$ cat src/qaw_pkg.sv
// Package of register indices, field layouts, reset values and timing counts for the query-answer watchdog.
package qaw_pkg;

  // ----------------------------------------------------------------
  // Register indices on the decoded register access port
  // ----------------------------------------------------------------
  localparam logic [2:0] REG_CHALLENGE = 3'h0; // Read: challenge_readout, write: response_entry.
  localparam logic [2:0] REG_RESP_WIN = 3'h1;
  localparam logic [2:0] REG_REQ_WIN = 3'h2;
  localparam logic [2:0] REG_COUNTER = 3'h3;
  localparam logic [2:0] REG_STATUS = 3'h4;

  // ----------------------------------------------------------------
  // Field positions
  // ----------------------------------------------------------------
  localparam int WIN_START_LSB = 0;   // 8-bit window start.
  localparam int WIN_END_LSB = 8;     // 6-bit end delta.
  localparam int WIN_TO_LSB = 14;     // 6-bit timeout delta.
  localparam int CFG_BAD_LSB = 0;     // 3-bit bad_event_step.
  localparam int CFG_GOOD_LSB = 3;    // 3-bit good_event_step.
  localparam int CFG_THH_LSB = 6;     // 4-bit driver_enable_threshold.
  localparam int CFG_THL_LSB = 10;    // 4-bit driver_inhibit_threshold.
  localparam int CFG_DIV_BIT = 14;
  localparam int CFG_TORST_BIT = 15;
  localparam int CFG_REQCHK_BIT = 16;
  localparam int CFG_RSTEN_BIT = 17;
  localparam int RESP_LOW_LSB = 0;
  localparam int RESP_HIGH_LSB = 8;
  localparam int ST_CNT_LSB = 0;      // 4-bit counter_value_field.
  localparam int ST_FLAG_LSB = 4;     // Eight sticky flags, bits 11:4.
  localparam int ST_TALLY_LSB = 12;   // 4-bit reset_event_tally.

  // Flag order inside the eight sticky flag bits.
  localparam int F_EARLY_RESP = 0;
  localparam int F_LATE_RESP = 1;
  localparam int F_WRONG_RESP = 2;
  localparam int F_EARLY_REQ = 3;
  localparam int F_LATE_REQ = 4;
  localparam int F_RESP_TO = 5;
  localparam int F_REQ_TO = 6;
  localparam int F_ZERO_CNT = 7;

  // ----------------------------------------------------------------
  // Reset values
  // ----------------------------------------------------------------
  localparam logic [7:0] RST_WIN_START = 8'hFF;
  localparam logic [5:0] RST_WIN_END = 6'h30;
  localparam logic [5:0] RST_WIN_TO = 6'h00;
  localparam logic [2:0] RST_GOOD_STEP = 3'h1;
  localparam logic [2:0] RST_BAD_STEP = 3'h3;
  localparam logic [3:0] RST_TH_LOW = 4'h7;
  localparam logic [3:0] RST_TH_HIGH = 4'hF;
  localparam logic RST_RST_EN = 1'b1;
  localparam logic RST_REQ_CHECK = 1'b0;
  localparam logic RST_TO_RST_EN = 1'b0;
  localparam logic RST_DIV_SEL = 1'b0;
  localparam logic [3:0] RST_COUNTER = 4'h7;
  localparam logic [6:0] LFSR_SEED = 7'h01;

  // ----------------------------------------------------------------
  // Timing
  // ----------------------------------------------------------------
  localparam int CLK_PERIOD_NS = 50;
  localparam int BASE_TICK_NS = 4000;                       // 250 kHz base tick.
  localparam int BASE_TICK_CYCLES = BASE_TICK_NS / CLK_PERIOD_NS;
  localparam int FINE_TICK_US = 64;
  localparam int COARSE_TICK_US = 256;
  localparam int FINE_DIV = FINE_TICK_US * 1000 / BASE_TICK_NS;
  localparam int COARSE_DIV = COARSE_TICK_US * 1000 / BASE_TICK_NS;

  typedef enum logic [1:0] {QAW_IDLE, QAW_WAIT_RESP, QAW_WAIT_REQ} qaw_state_type;

endpackage

$ cat src/qaw_query_answer_watchdog.sv
// Query-and-answer watchdog core with its configuration and status registers.
`timescale 1ns/1ps
module qaw_query_answer_watchdog
#(
  parameter int unsigned RST_PULSE_CYCLES = 80
)
(
  input wire logic clk,
  input wire logic rst_n,
  input wire logic clk_en,
  input wire logic [2:0] reg_sel,
  input wire logic reg_rd,
  input wire logic reg_wr,
  input wire logic [31:0] reg_wdata,
  input wire logic pulse_frequency_supervisor,
  output logic [31:0] reg_rdata,
  output logic supervisor_reset_out,
  output logic driver_enable
);
  import qaw_pkg::*;

  // ----------------------------------------------------------------
  // Declarations
  // ----------------------------------------------------------------
  qaw_state_type state_reg;
  qaw_state_type state_next;
  logic [7:0] resp_start_reg;
  logic [5:0] resp_end_reg;
  logic [5:0] resp_to_reg;
  logic [7:0] req_start_reg;
  logic [5:0] req_end_reg;
  logic [5:0] req_to_reg;
  logic [2:0] good_event_step;
  logic [2:0] bad_event_step;
  logic [3:0] driver_inhibit_threshold;
  logic [3:0] driver_enable_threshold;
  logic reset_on_zero_enable;
  logic request_timing_check_enable;
  logic timeout_reset_enable;
  logic tick_divider_select;
  logic [3:0] error_event_counter;
  logic [3:0] cnt_next;
  logic [3:0] reset_event_tally;
  logic [7:0] flags_reg;
  logic [7:0] flag_set;
  logic [6:0] lfsr_reg;
  logic [7:0] challenge_field;
  logic [9:0] timer_reg;
  logic [6:0] base_cnt_reg;
  logic [5:0] div_cnt_reg;
  logic base_tick;
  logic window_tick;
  logic [31:0] pulse_cnt_reg;
  logic ev_good;
  logic ev_bad;
  logic timer_clear;
  logic advance;
  logic to_evt;
  logic to_is_resp;
  logic zero_evt;
  logic qa_supervisor_reset;
  logic cfg_wr_ok;
  logic chal_rd;
  logic chal_wr;
  logic [9:0] win_lo;
  logic [9:0] win_hi;
  logic [9:0] win_to;
  logic [15:0] expected;

  // ----------------------------------------------------------------
  // Helper functions
  // ----------------------------------------------------------------
  // Saturating step so the counter never wraps past 0 or 15.
  function automatic logic [3:0] step_cnt(input logic [3:0] cnt, input logic up, input logic [2:0] step);
    logic [4:0] sum;
    sum = 5'h00;
    if (up)
    begin
      sum = {1'b0, cnt} + {2'b00, step};
      step_cnt = sum[4] ? 4'hF : sum[3:0];
    end
    else
    begin
      step_cnt = (cnt < {1'b0, step}) ? 4'h0 : cnt - {1'b0, step};
    end
  endfunction

  // Cumulative window end in ticks: start plus delta.
  function automatic logic [9:0] add_delta(input logic [9:0] base, input logic [5:0] delta);
    add_delta = base + {4'h0, delta};
  endfunction

  // ----------------------------------------------------------------
  // Tick generation
  // ----------------------------------------------------------------
  // Base tick every 4 us, then 16 or 64 base ticks per window tick.
  assign base_tick = (base_cnt_reg == 7'(BASE_TICK_CYCLES - 1));
  assign window_tick = base_tick && (tick_divider_select ? (div_cnt_reg == 6'(COARSE_DIV - 1))
                                                         : (div_cnt_reg >= 6'(FINE_DIV - 1)));

  always_ff @(posedge clk or negedge rst_n)
  begin
    if (!rst_n)
    begin
      base_cnt_reg <= 7'h00;
      div_cnt_reg <= 6'h00;
    end
    else if (clk_en)
    begin
      base_cnt_reg <= base_tick ? 7'h00 : base_cnt_reg + 7'h01;
      if (window_tick)
        div_cnt_reg <= 6'h00;
      else if (base_tick)
        div_cnt_reg <= div_cnt_reg + 6'h01;
    end
  end

  // ----------------------------------------------------------------
  // Event decode
  // ----------------------------------------------------------------
  assign chal_rd = reg_rd && (reg_sel == REG_CHALLENGE);
  assign chal_wr = reg_wr && (reg_sel == REG_CHALLENGE) && !chal_rd;
  assign challenge_field = {1'b0, lfsr_reg};
  assign expected = {challenge_field, 8'(-challenge_field)};
  assign cfg_wr_ok = reg_wr && (state_reg == QAW_IDLE);

  // Window limits of whichever window is running now.
  always_comb
  begin
    if (state_reg == QAW_WAIT_REQ)
    begin
      win_lo = {2'b00, req_start_reg};
      win_hi = add_delta(win_lo, req_end_reg);
      win_to = add_delta(win_hi, req_to_reg) + 10'h001;
    end
    else
    begin
      win_lo = {2'b00, resp_start_reg};
      win_hi = add_delta(win_lo, resp_end_reg);
      win_to = add_delta(win_hi, resp_to_reg) + 10'h001;
    end
  end

  // Sequence checker; a challenge read or response write takes priority over a timeout tick in the same cycle.
  always_comb
  begin
    state_next = state_reg;
    timer_clear = 1'b0;
    ev_good = 1'b0;
    ev_bad = 1'b0;
    advance = 1'b0;
    to_evt = 1'b0;
    to_is_resp = 1'b0;
    flag_set = 8'h00;
    if (chal_rd)
    begin
      timer_clear = 1'b1;
      state_next = QAW_WAIT_RESP;
      if (state_reg == QAW_WAIT_RESP)
        ev_bad = 1'b1;
      else if (state_reg == QAW_WAIT_REQ && request_timing_check_enable)
      begin
        if (timer_reg < win_lo)
        begin
          ev_bad = 1'b1;
          flag_set[F_EARLY_REQ] = 1'b1;
        end
        else if (timer_reg > win_hi)
        begin
          ev_bad = 1'b1;
          flag_set[F_LATE_REQ] = 1'b1;
        end
        else
          ev_good = 1'b1;
      end
    end
    else if (chal_wr)
    begin
      if (state_reg == QAW_WAIT_REQ)
        ev_bad = 1'b1;
      else if (state_reg == QAW_WAIT_RESP)
      begin
        timer_clear = 1'b1;
        state_next = QAW_WAIT_REQ;
        if (timer_reg < win_lo)
        begin
          ev_bad = 1'b1;
          flag_set[F_EARLY_RESP] = 1'b1;
        end
        else if (timer_reg > win_hi)
        begin
          ev_bad = 1'b1;
          flag_set[F_LATE_RESP] = 1'b1;
        end
        else if (reg_wdata[RESP_HIGH_LSB +: 8] != expected[15:8] || reg_wdata[RESP_LOW_LSB +: 8] != expected[7:0])
        begin
          ev_bad = 1'b1;
          flag_set[F_WRONG_RESP] = 1'b1;
        end
        else
        begin
          ev_good = 1'b1;
          advance = 1'b1;
        end
      end
    end
    else if (window_tick && state_reg != QAW_IDLE && timer_reg >= win_to)
    begin
      to_evt = 1'b1;
      to_is_resp = (state_reg == QAW_WAIT_RESP);
      timer_clear = 1'b1;
      if (!timeout_reset_enable)
        ev_bad = 1'b1;
      else if (to_is_resp)
        flag_set[F_RESP_TO] = 1'b1;
      else
        flag_set[F_REQ_TO] = 1'b1;
    end
  end

  // Counter update and the two reset causes.
  assign cnt_next = ev_good ? step_cnt(error_event_counter, 1'b1, good_event_step)
                  : ev_bad ? step_cnt(error_event_counter, 1'b0, bad_event_step) : error_event_counter;
  assign zero_evt = (error_event_counter != 4'h0) && (cnt_next == 4'h0);
  assign qa_supervisor_reset = (to_evt && timeout_reset_enable) || (zero_evt && reset_on_zero_enable);

  // ----------------------------------------------------------------
  // Sequencer state, timer and challenge generator
  // ----------------------------------------------------------------
  // The timer saturates so a very long stall cannot wrap back into the window.
  always_ff @(posedge clk or negedge rst_n)
  begin
    if (!rst_n)
    begin
      state_reg <= QAW_IDLE;
      timer_reg <= 10'h000;
    end
    else if (clk_en)
    begin
      state_reg <= (qa_supervisor_reset || pulse_frequency_supervisor) ? QAW_IDLE : state_next;
      if (timer_clear || state_next == QAW_IDLE || qa_supervisor_reset || pulse_frequency_supervisor)
        timer_reg <= 10'h000;
      else if (window_tick && timer_reg != 10'h3FF)
        timer_reg <= timer_reg + 10'h001;
    end
  end

  // Seven-bit Fibonacci LFSR, taps 7 and 6, maximal length 127.
  always_ff @(posedge clk or negedge rst_n)
  begin
    if (!rst_n)
      lfsr_reg <= LFSR_SEED;
    else if (clk_en && advance)
      lfsr_reg <= {lfsr_reg[5:0], lfsr_reg[6] ^ lfsr_reg[5]};
  end

  // ----------------------------------------------------------------
  // Event counter, tally and driver enable
  // ----------------------------------------------------------------
  always_ff @(posedge clk or negedge rst_n)
  begin
    if (!rst_n)
    begin
      error_event_counter <= RST_COUNTER;
      reset_event_tally <= 4'h0;
    end
    else if (clk_en)
    begin
      error_event_counter <= cnt_next;
      if (qa_supervisor_reset && reset_event_tally != 4'hF)
        reset_event_tally <= reset_event_tally + 4'h1;
    end
  end

  // Hysteresis keeps drivers steady while the count wanders between thresholds.
  always_ff @(posedge clk or negedge rst_n)
  begin
    if (!rst_n)
      driver_enable <= 1'b0;
    else if (clk_en)
    begin
      if (error_event_counter < driver_inhibit_threshold)
        driver_enable <= 1'b0;
      else if (error_event_counter >= driver_enable_threshold)
        driver_enable <= 1'b1;
    end
  end

  // Reset output is stretched so the microcontroller sees a usable pulse.
  always_ff @(posedge clk or negedge rst_n)
  begin
    if (!rst_n)
    begin
      pulse_cnt_reg <= 32'h0000_0000;
      supervisor_reset_out <= 1'b0;
    end
    else if (clk_en)
    begin
      if (qa_supervisor_reset)
      begin
        pulse_cnt_reg <= RST_PULSE_CYCLES;
        supervisor_reset_out <= 1'b1;
      end
      else if (pulse_cnt_reg > 32'h0000_0001)
        pulse_cnt_reg <= pulse_cnt_reg - 32'h0000_0001;
      else
      begin
        pulse_cnt_reg <= 32'h0000_0000;
        supervisor_reset_out <= 1'b0;
      end
    end
  end

  // ----------------------------------------------------------------
  // Configuration registers
  // ----------------------------------------------------------------
  // Only the power-state reset restores defaults; watchdog resets leave them alone.
  always_ff @(posedge clk or negedge rst_n)
  begin
    if (!rst_n)
    begin
      resp_start_reg <= RST_WIN_START;
      resp_end_reg <= RST_WIN_END;
      resp_to_reg <= RST_WIN_TO;
      req_start_reg <= RST_WIN_START;
      req_end_reg <= RST_WIN_END;
      req_to_reg <= RST_WIN_TO;
      good_event_step <= RST_GOOD_STEP;
      bad_event_step <= RST_BAD_STEP;
      driver_inhibit_threshold <= RST_TH_LOW;
      driver_enable_threshold <= RST_TH_HIGH;
      reset_on_zero_enable <= RST_RST_EN;
      request_timing_check_enable <= RST_REQ_CHECK;
      timeout_reset_enable <= RST_TO_RST_EN;
      tick_divider_select <= RST_DIV_SEL;
    end
    else if (clk_en && cfg_wr_ok)
    begin
      if (reg_sel == REG_RESP_WIN)
      begin
        resp_start_reg <= reg_wdata[WIN_START_LSB +: 8];
        resp_end_reg <= reg_wdata[WIN_END_LSB +: 6];
        resp_to_reg <= reg_wdata[WIN_TO_LSB +: 6];
      end
      else if (reg_sel == REG_REQ_WIN)
      begin
        req_start_reg <= reg_wdata[WIN_START_LSB +: 8];
        req_end_reg <= reg_wdata[WIN_END_LSB +: 6];
        req_to_reg <= reg_wdata[WIN_TO_LSB +: 6];
      end
      else if (reg_sel == REG_COUNTER)
      begin
        bad_event_step <= reg_wdata[CFG_BAD_LSB +: 3];
        good_event_step <= reg_wdata[CFG_GOOD_LSB +: 3];
        driver_enable_threshold <= reg_wdata[CFG_THH_LSB +: 4];
        driver_inhibit_threshold <= reg_wdata[CFG_THL_LSB +: 4];
        tick_divider_select <= reg_wdata[CFG_DIV_BIT];
        timeout_reset_enable <= reg_wdata[CFG_TORST_BIT];
        request_timing_check_enable <= reg_wdata[CFG_REQCHK_BIT];
        reset_on_zero_enable <= reg_wdata[CFG_RSTEN_BIT];
      end
    end
  end

  // ----------------------------------------------------------------
  // Status flags and read data
  // ----------------------------------------------------------------
  // A flag raised in the same cycle as the clearing read survives.
  always_ff @(posedge clk or negedge rst_n)
  begin
    if (!rst_n)
      flags_reg <= 8'h00;
    else if (clk_en)
    begin
      if (reg_rd && reg_sel == REG_STATUS)
        flags_reg <= flag_set;
      else
        flags_reg <= flags_reg | flag_set;
      if (zero_evt)
        flags_reg[F_ZERO_CNT] <= 1'b1;
    end
  end

  // Read data is registered and valid the cycle after the strobe.
  always_ff @(posedge clk or negedge rst_n)
  begin
    if (!rst_n)
      reg_rdata <= 32'h0000_0000;
    else if (clk_en && (reg_rd || chal_wr))
    begin
      if (reg_sel == REG_CHALLENGE)
        reg_rdata <= {24'h00_0000, advance ? {1'b0, lfsr_reg[5:0], lfsr_reg[6] ^ lfsr_reg[5]}
                                           : challenge_field};
      else if (reg_sel == REG_RESP_WIN)
        reg_rdata <= {12'h000, resp_to_reg, resp_end_reg, resp_start_reg};
      else if (reg_sel == REG_REQ_WIN)
        reg_rdata <= {12'h000, req_to_reg, req_end_reg, req_start_reg};
      else if (reg_sel == REG_COUNTER)
        reg_rdata <= {14'h0000, reset_on_zero_enable, request_timing_check_enable, timeout_reset_enable,
                      tick_divider_select, driver_inhibit_threshold, driver_enable_threshold,
                      good_event_step, bad_event_step};
      else if (reg_sel == REG_STATUS)
        reg_rdata <= {16'h0000, reset_event_tally, flags_reg, error_event_counter};
      else
        reg_rdata <= 32'h0000_0000;
    end
  end

endmodule

$ cat config.mk
export PLATFORM = sky130hd
export DESIGN_NAME = qaw_query_answer_watchdog
export DESIGN_NICKNAME = d
export VERILOG_FILES = /design/src/qaw_pkg.sv /design/src/qaw_query_answer_watchdog.sv
export SDC_FILE = /design/constraint.sdc
export NUM_CORES = 1
export LEC_CHECK = 0
export ABC_CLOCK_PERIOD_IN_PS = 5350
export BUFFER_PORTS_ARGS = -buffer_cell sky130_fd_sc_hd__buf_4
export CAP_MARGIN = 15
export CORE_UTILIZATION = 25
export CTS_CLUSTER_DIAMETER = 150
export CTS_CLUSTER_SIZE = 24
export DETAILED_ROUTE_END_ITERATION = 6
export GPL_TIMING_DRIVEN = 0
export SLEW_MARGIN = 0
export SYNTH_ARGS = -nofsm -noshare
export SYNTH_HDL_FRONTEND = slang
export SYNTH_SLANG_ARGS = --single-unit
$ cat constraint.sdc
create_clock -name clk -period 5.35 [get_ports clk]
set_input_delay 0.2675 -clock clk [delete_from_list [all_inputs] [get_ports clk]]
set_output_delay 0.2675 -clock clk [all_outputs]
set_load 0.02 [all_outputs]
==> key figures <==
Place
  – Dpl cell area: 11,900 um2
  – RD Place Congestion: 0.911
  – Port Buffer Count: 47
  – DP HPWL: 24,700 um

Synthesis
  – Syn_area_per_cell: 9.47 um2
  – Number of flops mapped to enable cells by yosys: 0
  – Post-Syn Area: 10,800 um2
  – Synth area leader: dfrtp_1
  – Main flop type after synthesis: dfrtp_1
  – Register area share after synthesis: 37.6%
  – Area contributors post-synth: dfrtp_1 29%, dfstp_2 8.5%, ha_1 8.3%
  – Post-synth ARST share: 100%
  – Synth warn: 0
  – Share of the synthesized area in the top cell type: 29.1%
  – Synth cell types: 87
  – Cells after Synth: 1,136
  – Synthesized flop and latch total: 160

Critical path
  – Arrival time at the worst endpoint: approximately 6.2 ns
  – Crit Path Class: reg -> reg
  – Worst Path Required: 5.73 ns
  – Crit. End Element: flop
  – Slowest stage delay, CP: 0.48 ns
  – Worst setup SP type: flop
  – Worst-path fanout max: 7
  – Slowest-stage cell, CP: or4_1
  – Cell Chain, Critical Path: ha_4 > fa_2 > a21o_1 > a21oi_2 > xnor2_2 > ha_1 > inv_1 > o21ai_0 > a21o_1 > nand3_1 > o221ai_1 > nand2_1 > ha_1 > nand4_1 > a211oi_2 > a211oi_2 > o41a_1 > a22oi_2 > o21a_1 > mux2_4 > o211ai_4 > o211ai_4 > or4_1 > nand3_1

Routing
  – Vias per cell: 5.15
  – Detailed Route WL: 33,500 um
  – Pre-antenna DRT Iters: 5
  – Vias: 9,271
  – Routed Antenna Nets: 0
  – Iteration-0 DRC Markers: between 600 and 700
  – Drt drc: 0
  – Routed len/inst: 18.6 um

Clock tree
  – CTS H-tree lvls: 4
  – CTS tree: yes
  – Num CTS Buffers: 17
  – Clk buf depth: 2
  – Root buffer cell: clkbuf_16
  – Clock-pin slew on the worst setup and hold paths: 0.06 ns
  – Sink Count: 160
  – Worst-Skew Late Latency: 0.45 ns

STA
  – Final setup violation count: approximately 50
  – Slew margin rel.: 27.5%
  – Final min period: approximately 5.8 ns
  – Slew Limit Fails: 0
  – Least-Margin Pin Slew: 1.07 ns
  – Clock Skews: 0.0152 ns
  – Setup ws final: -0.419 ns
  – RSZ-0062 raised after global routing: true
  – Final Hold Vio Count: 0
  – Fmax: 173 MHz
  – Tcrit/Tclk final: 108%

Floorplan
  – Num ports: 75
  – Initial Utilization: 25.5%
  – Core box area: approximately 42,000 um2
  – Die Area: 43,900 um2
  – Die Ht: 209 um
  – Die Width: 209 um
  – Rows: 75

Final layout
  – Layout cell share with drive strength beyond 1: 27.8%
  – Fin nets: 1,365
  – Fillers: 4,341
  – Commonest cells after routing, fill and taps aside: 125 x dfrtp_1, 105 x nand2_1, 80 x buf_4
  – Commonest non-fill, non-tap cell in the layout: dfrtp_1
  – Diode count: 0
  – Max reg flops: 32
  – Core Util, Final: a little under a third
  – Area of the multi-input gates: 6880 um2
  – Post-route cell area: 13,400 um2
  – Sequential Area: a little over 4000 um2
  – P&R area growth vs syn: 24.6%

Global route
  – GRT overflow: 0
  – Vias in the first global route: 9,027
  – First-pass GRT wire length: 52,200 um
  – Tot GR Track Use: 15.5%
  – Largest net degree at the start of global routing: 96
  – Number of antenna violations at the first check in global routing: 0

Flow run
  – Max cap viols: 0

Power
  – Leakage power: 0.00574 uW
  – Power per cell area: around 460 nW/um2
  – Peak VDD IR: 0.244 mV

Outcome
  – Status: complete, but fails checks
  – Violated checks: negative setup slack

Hold path
  – Worst Hold Class: in -> reg
==> worst max-delay path: cells and delay by family (launching register included) <==
kind	cells	cell delay [ns]
and+or+nand+nor	5	0.92
xor gates and xnor gates	1	0.11
muxes	1	0.34
AOI/OAI and AO/OA	12	2.67
DFF	1	0.41
buffers and inverters	1	0.05
adders and majority gates	4	1.18
==> metal layers <==
layer	vias up	GRT usage, %	routed length, um
li1	4346	-	-
met1	4610	22.0	16000
met2	263	23.3	14900
met3	52	2.86	1670
met4	0	5.84	1000
met5	-	0	0
==> area by class of cell <==
class / count / share of cell area (%)
Buffer: 59 / 2.38
Clock buffer: 21 / 3.36
Clock inverter: 11 / 1.05
Inverter: 50 / 1.40
Multi-Input combinational cell: 878 / 51.3
Sequential cell: 160 / 30.2
Tap cell: 539 / 5.03
Timing Repair Buffer: 81 / 5.27
==> Yosys cell counts (18+ instances only) <==
library cell	instances
inv_1	49
a21oi_1	66
ha_1	71
a22oi_1	22
mux2_2	74
mux2i_1	24
nand3_1	27
dfstp_2	35
nand2_1	106
xor2_1	19
a21o_1	26
a31oi_1	18
clkbuf_1	31
nor3_1	35
nor2_1	67
nor2b_1	18
xnor2_1	22
dfrtp_1	125
o21ai_0	82
==> cell families (layout without fill, tap and decap cells) <==
group                    after synthesis  count (layout)  share of synthesized area [%]
adder cells (fa/ha/maj)               77              77                           9.37
XOR/XNOR                              41              41                           3.34
AO/OA/AOI/OAI                        308             308                           19.3
buffers and inverters                109             222                           4.41
other                                  2              13                         0.0698
AND/OR/NAND/NOR                      338             338                           15.6
multiplexers                         101             101                           10.3
flip-flops                           160             160                           37.6
==> power by group <==
group          internal (uW)  switching (uW)  total (uW)
registers               1580             434        2020
logic                   1410            1530        2940
clock network            744             526        1270
==> path summary, 6_finish.rpt <==
check / startpoint / endpoint / cells after the start / slack [ns]
max in group asynchronous: rst_n / reset_on_zero_enable / 3 / 4.08
min reg2reg: pulse_cnt_reg[18] / pulse_cnt_reg[18] / 1 / 0.48
min in group asynchronous: rst_n / resp_to_reg[5] / 2 / 0.39
max: resp_end_reg[0] / pulse_cnt_reg[9] / 24 / -0.42
max reg2reg: resp_end_reg[0] / pulse_cnt_reg[9] / 24 / -0.42
min: reg_wdata[19] / resp_to_reg[5] / 2 / 0.07
==> stage by stage <==
stage / hold WS [ns] / TNS [ns] / worst slack [ns] / total power, uW / std cells
global placement: 0.453 / -34.05 / -0.820 / 4390 / 1733
floorplan: -0.0281 / 0 / 0.00285 / 3740 / 1147
CTS: 0.0589 / -13.36 / -0.354 / 6090 / 1792
global route: 0.0619 / -28.82 / -0.670 / 6660 / 1799
detailed placement: 0.275 / -39.59 / -0.925 / 4470 / 1734
finish: 0.0748 / -14.99 / -0.419 / 6230 / 1799
==> timing repair <==
action                                 in CTS  in global routing
setup endpoints to repair                  50                 50
buffers inserted                           21                  8
resized for setup                          86                 48
gates cloned                                4                  1
pin swaps                                  31                 35
endpoints found under the hold margin      55                  0
hold buffers                                1                  0
(Power assumes the default switching activity.)
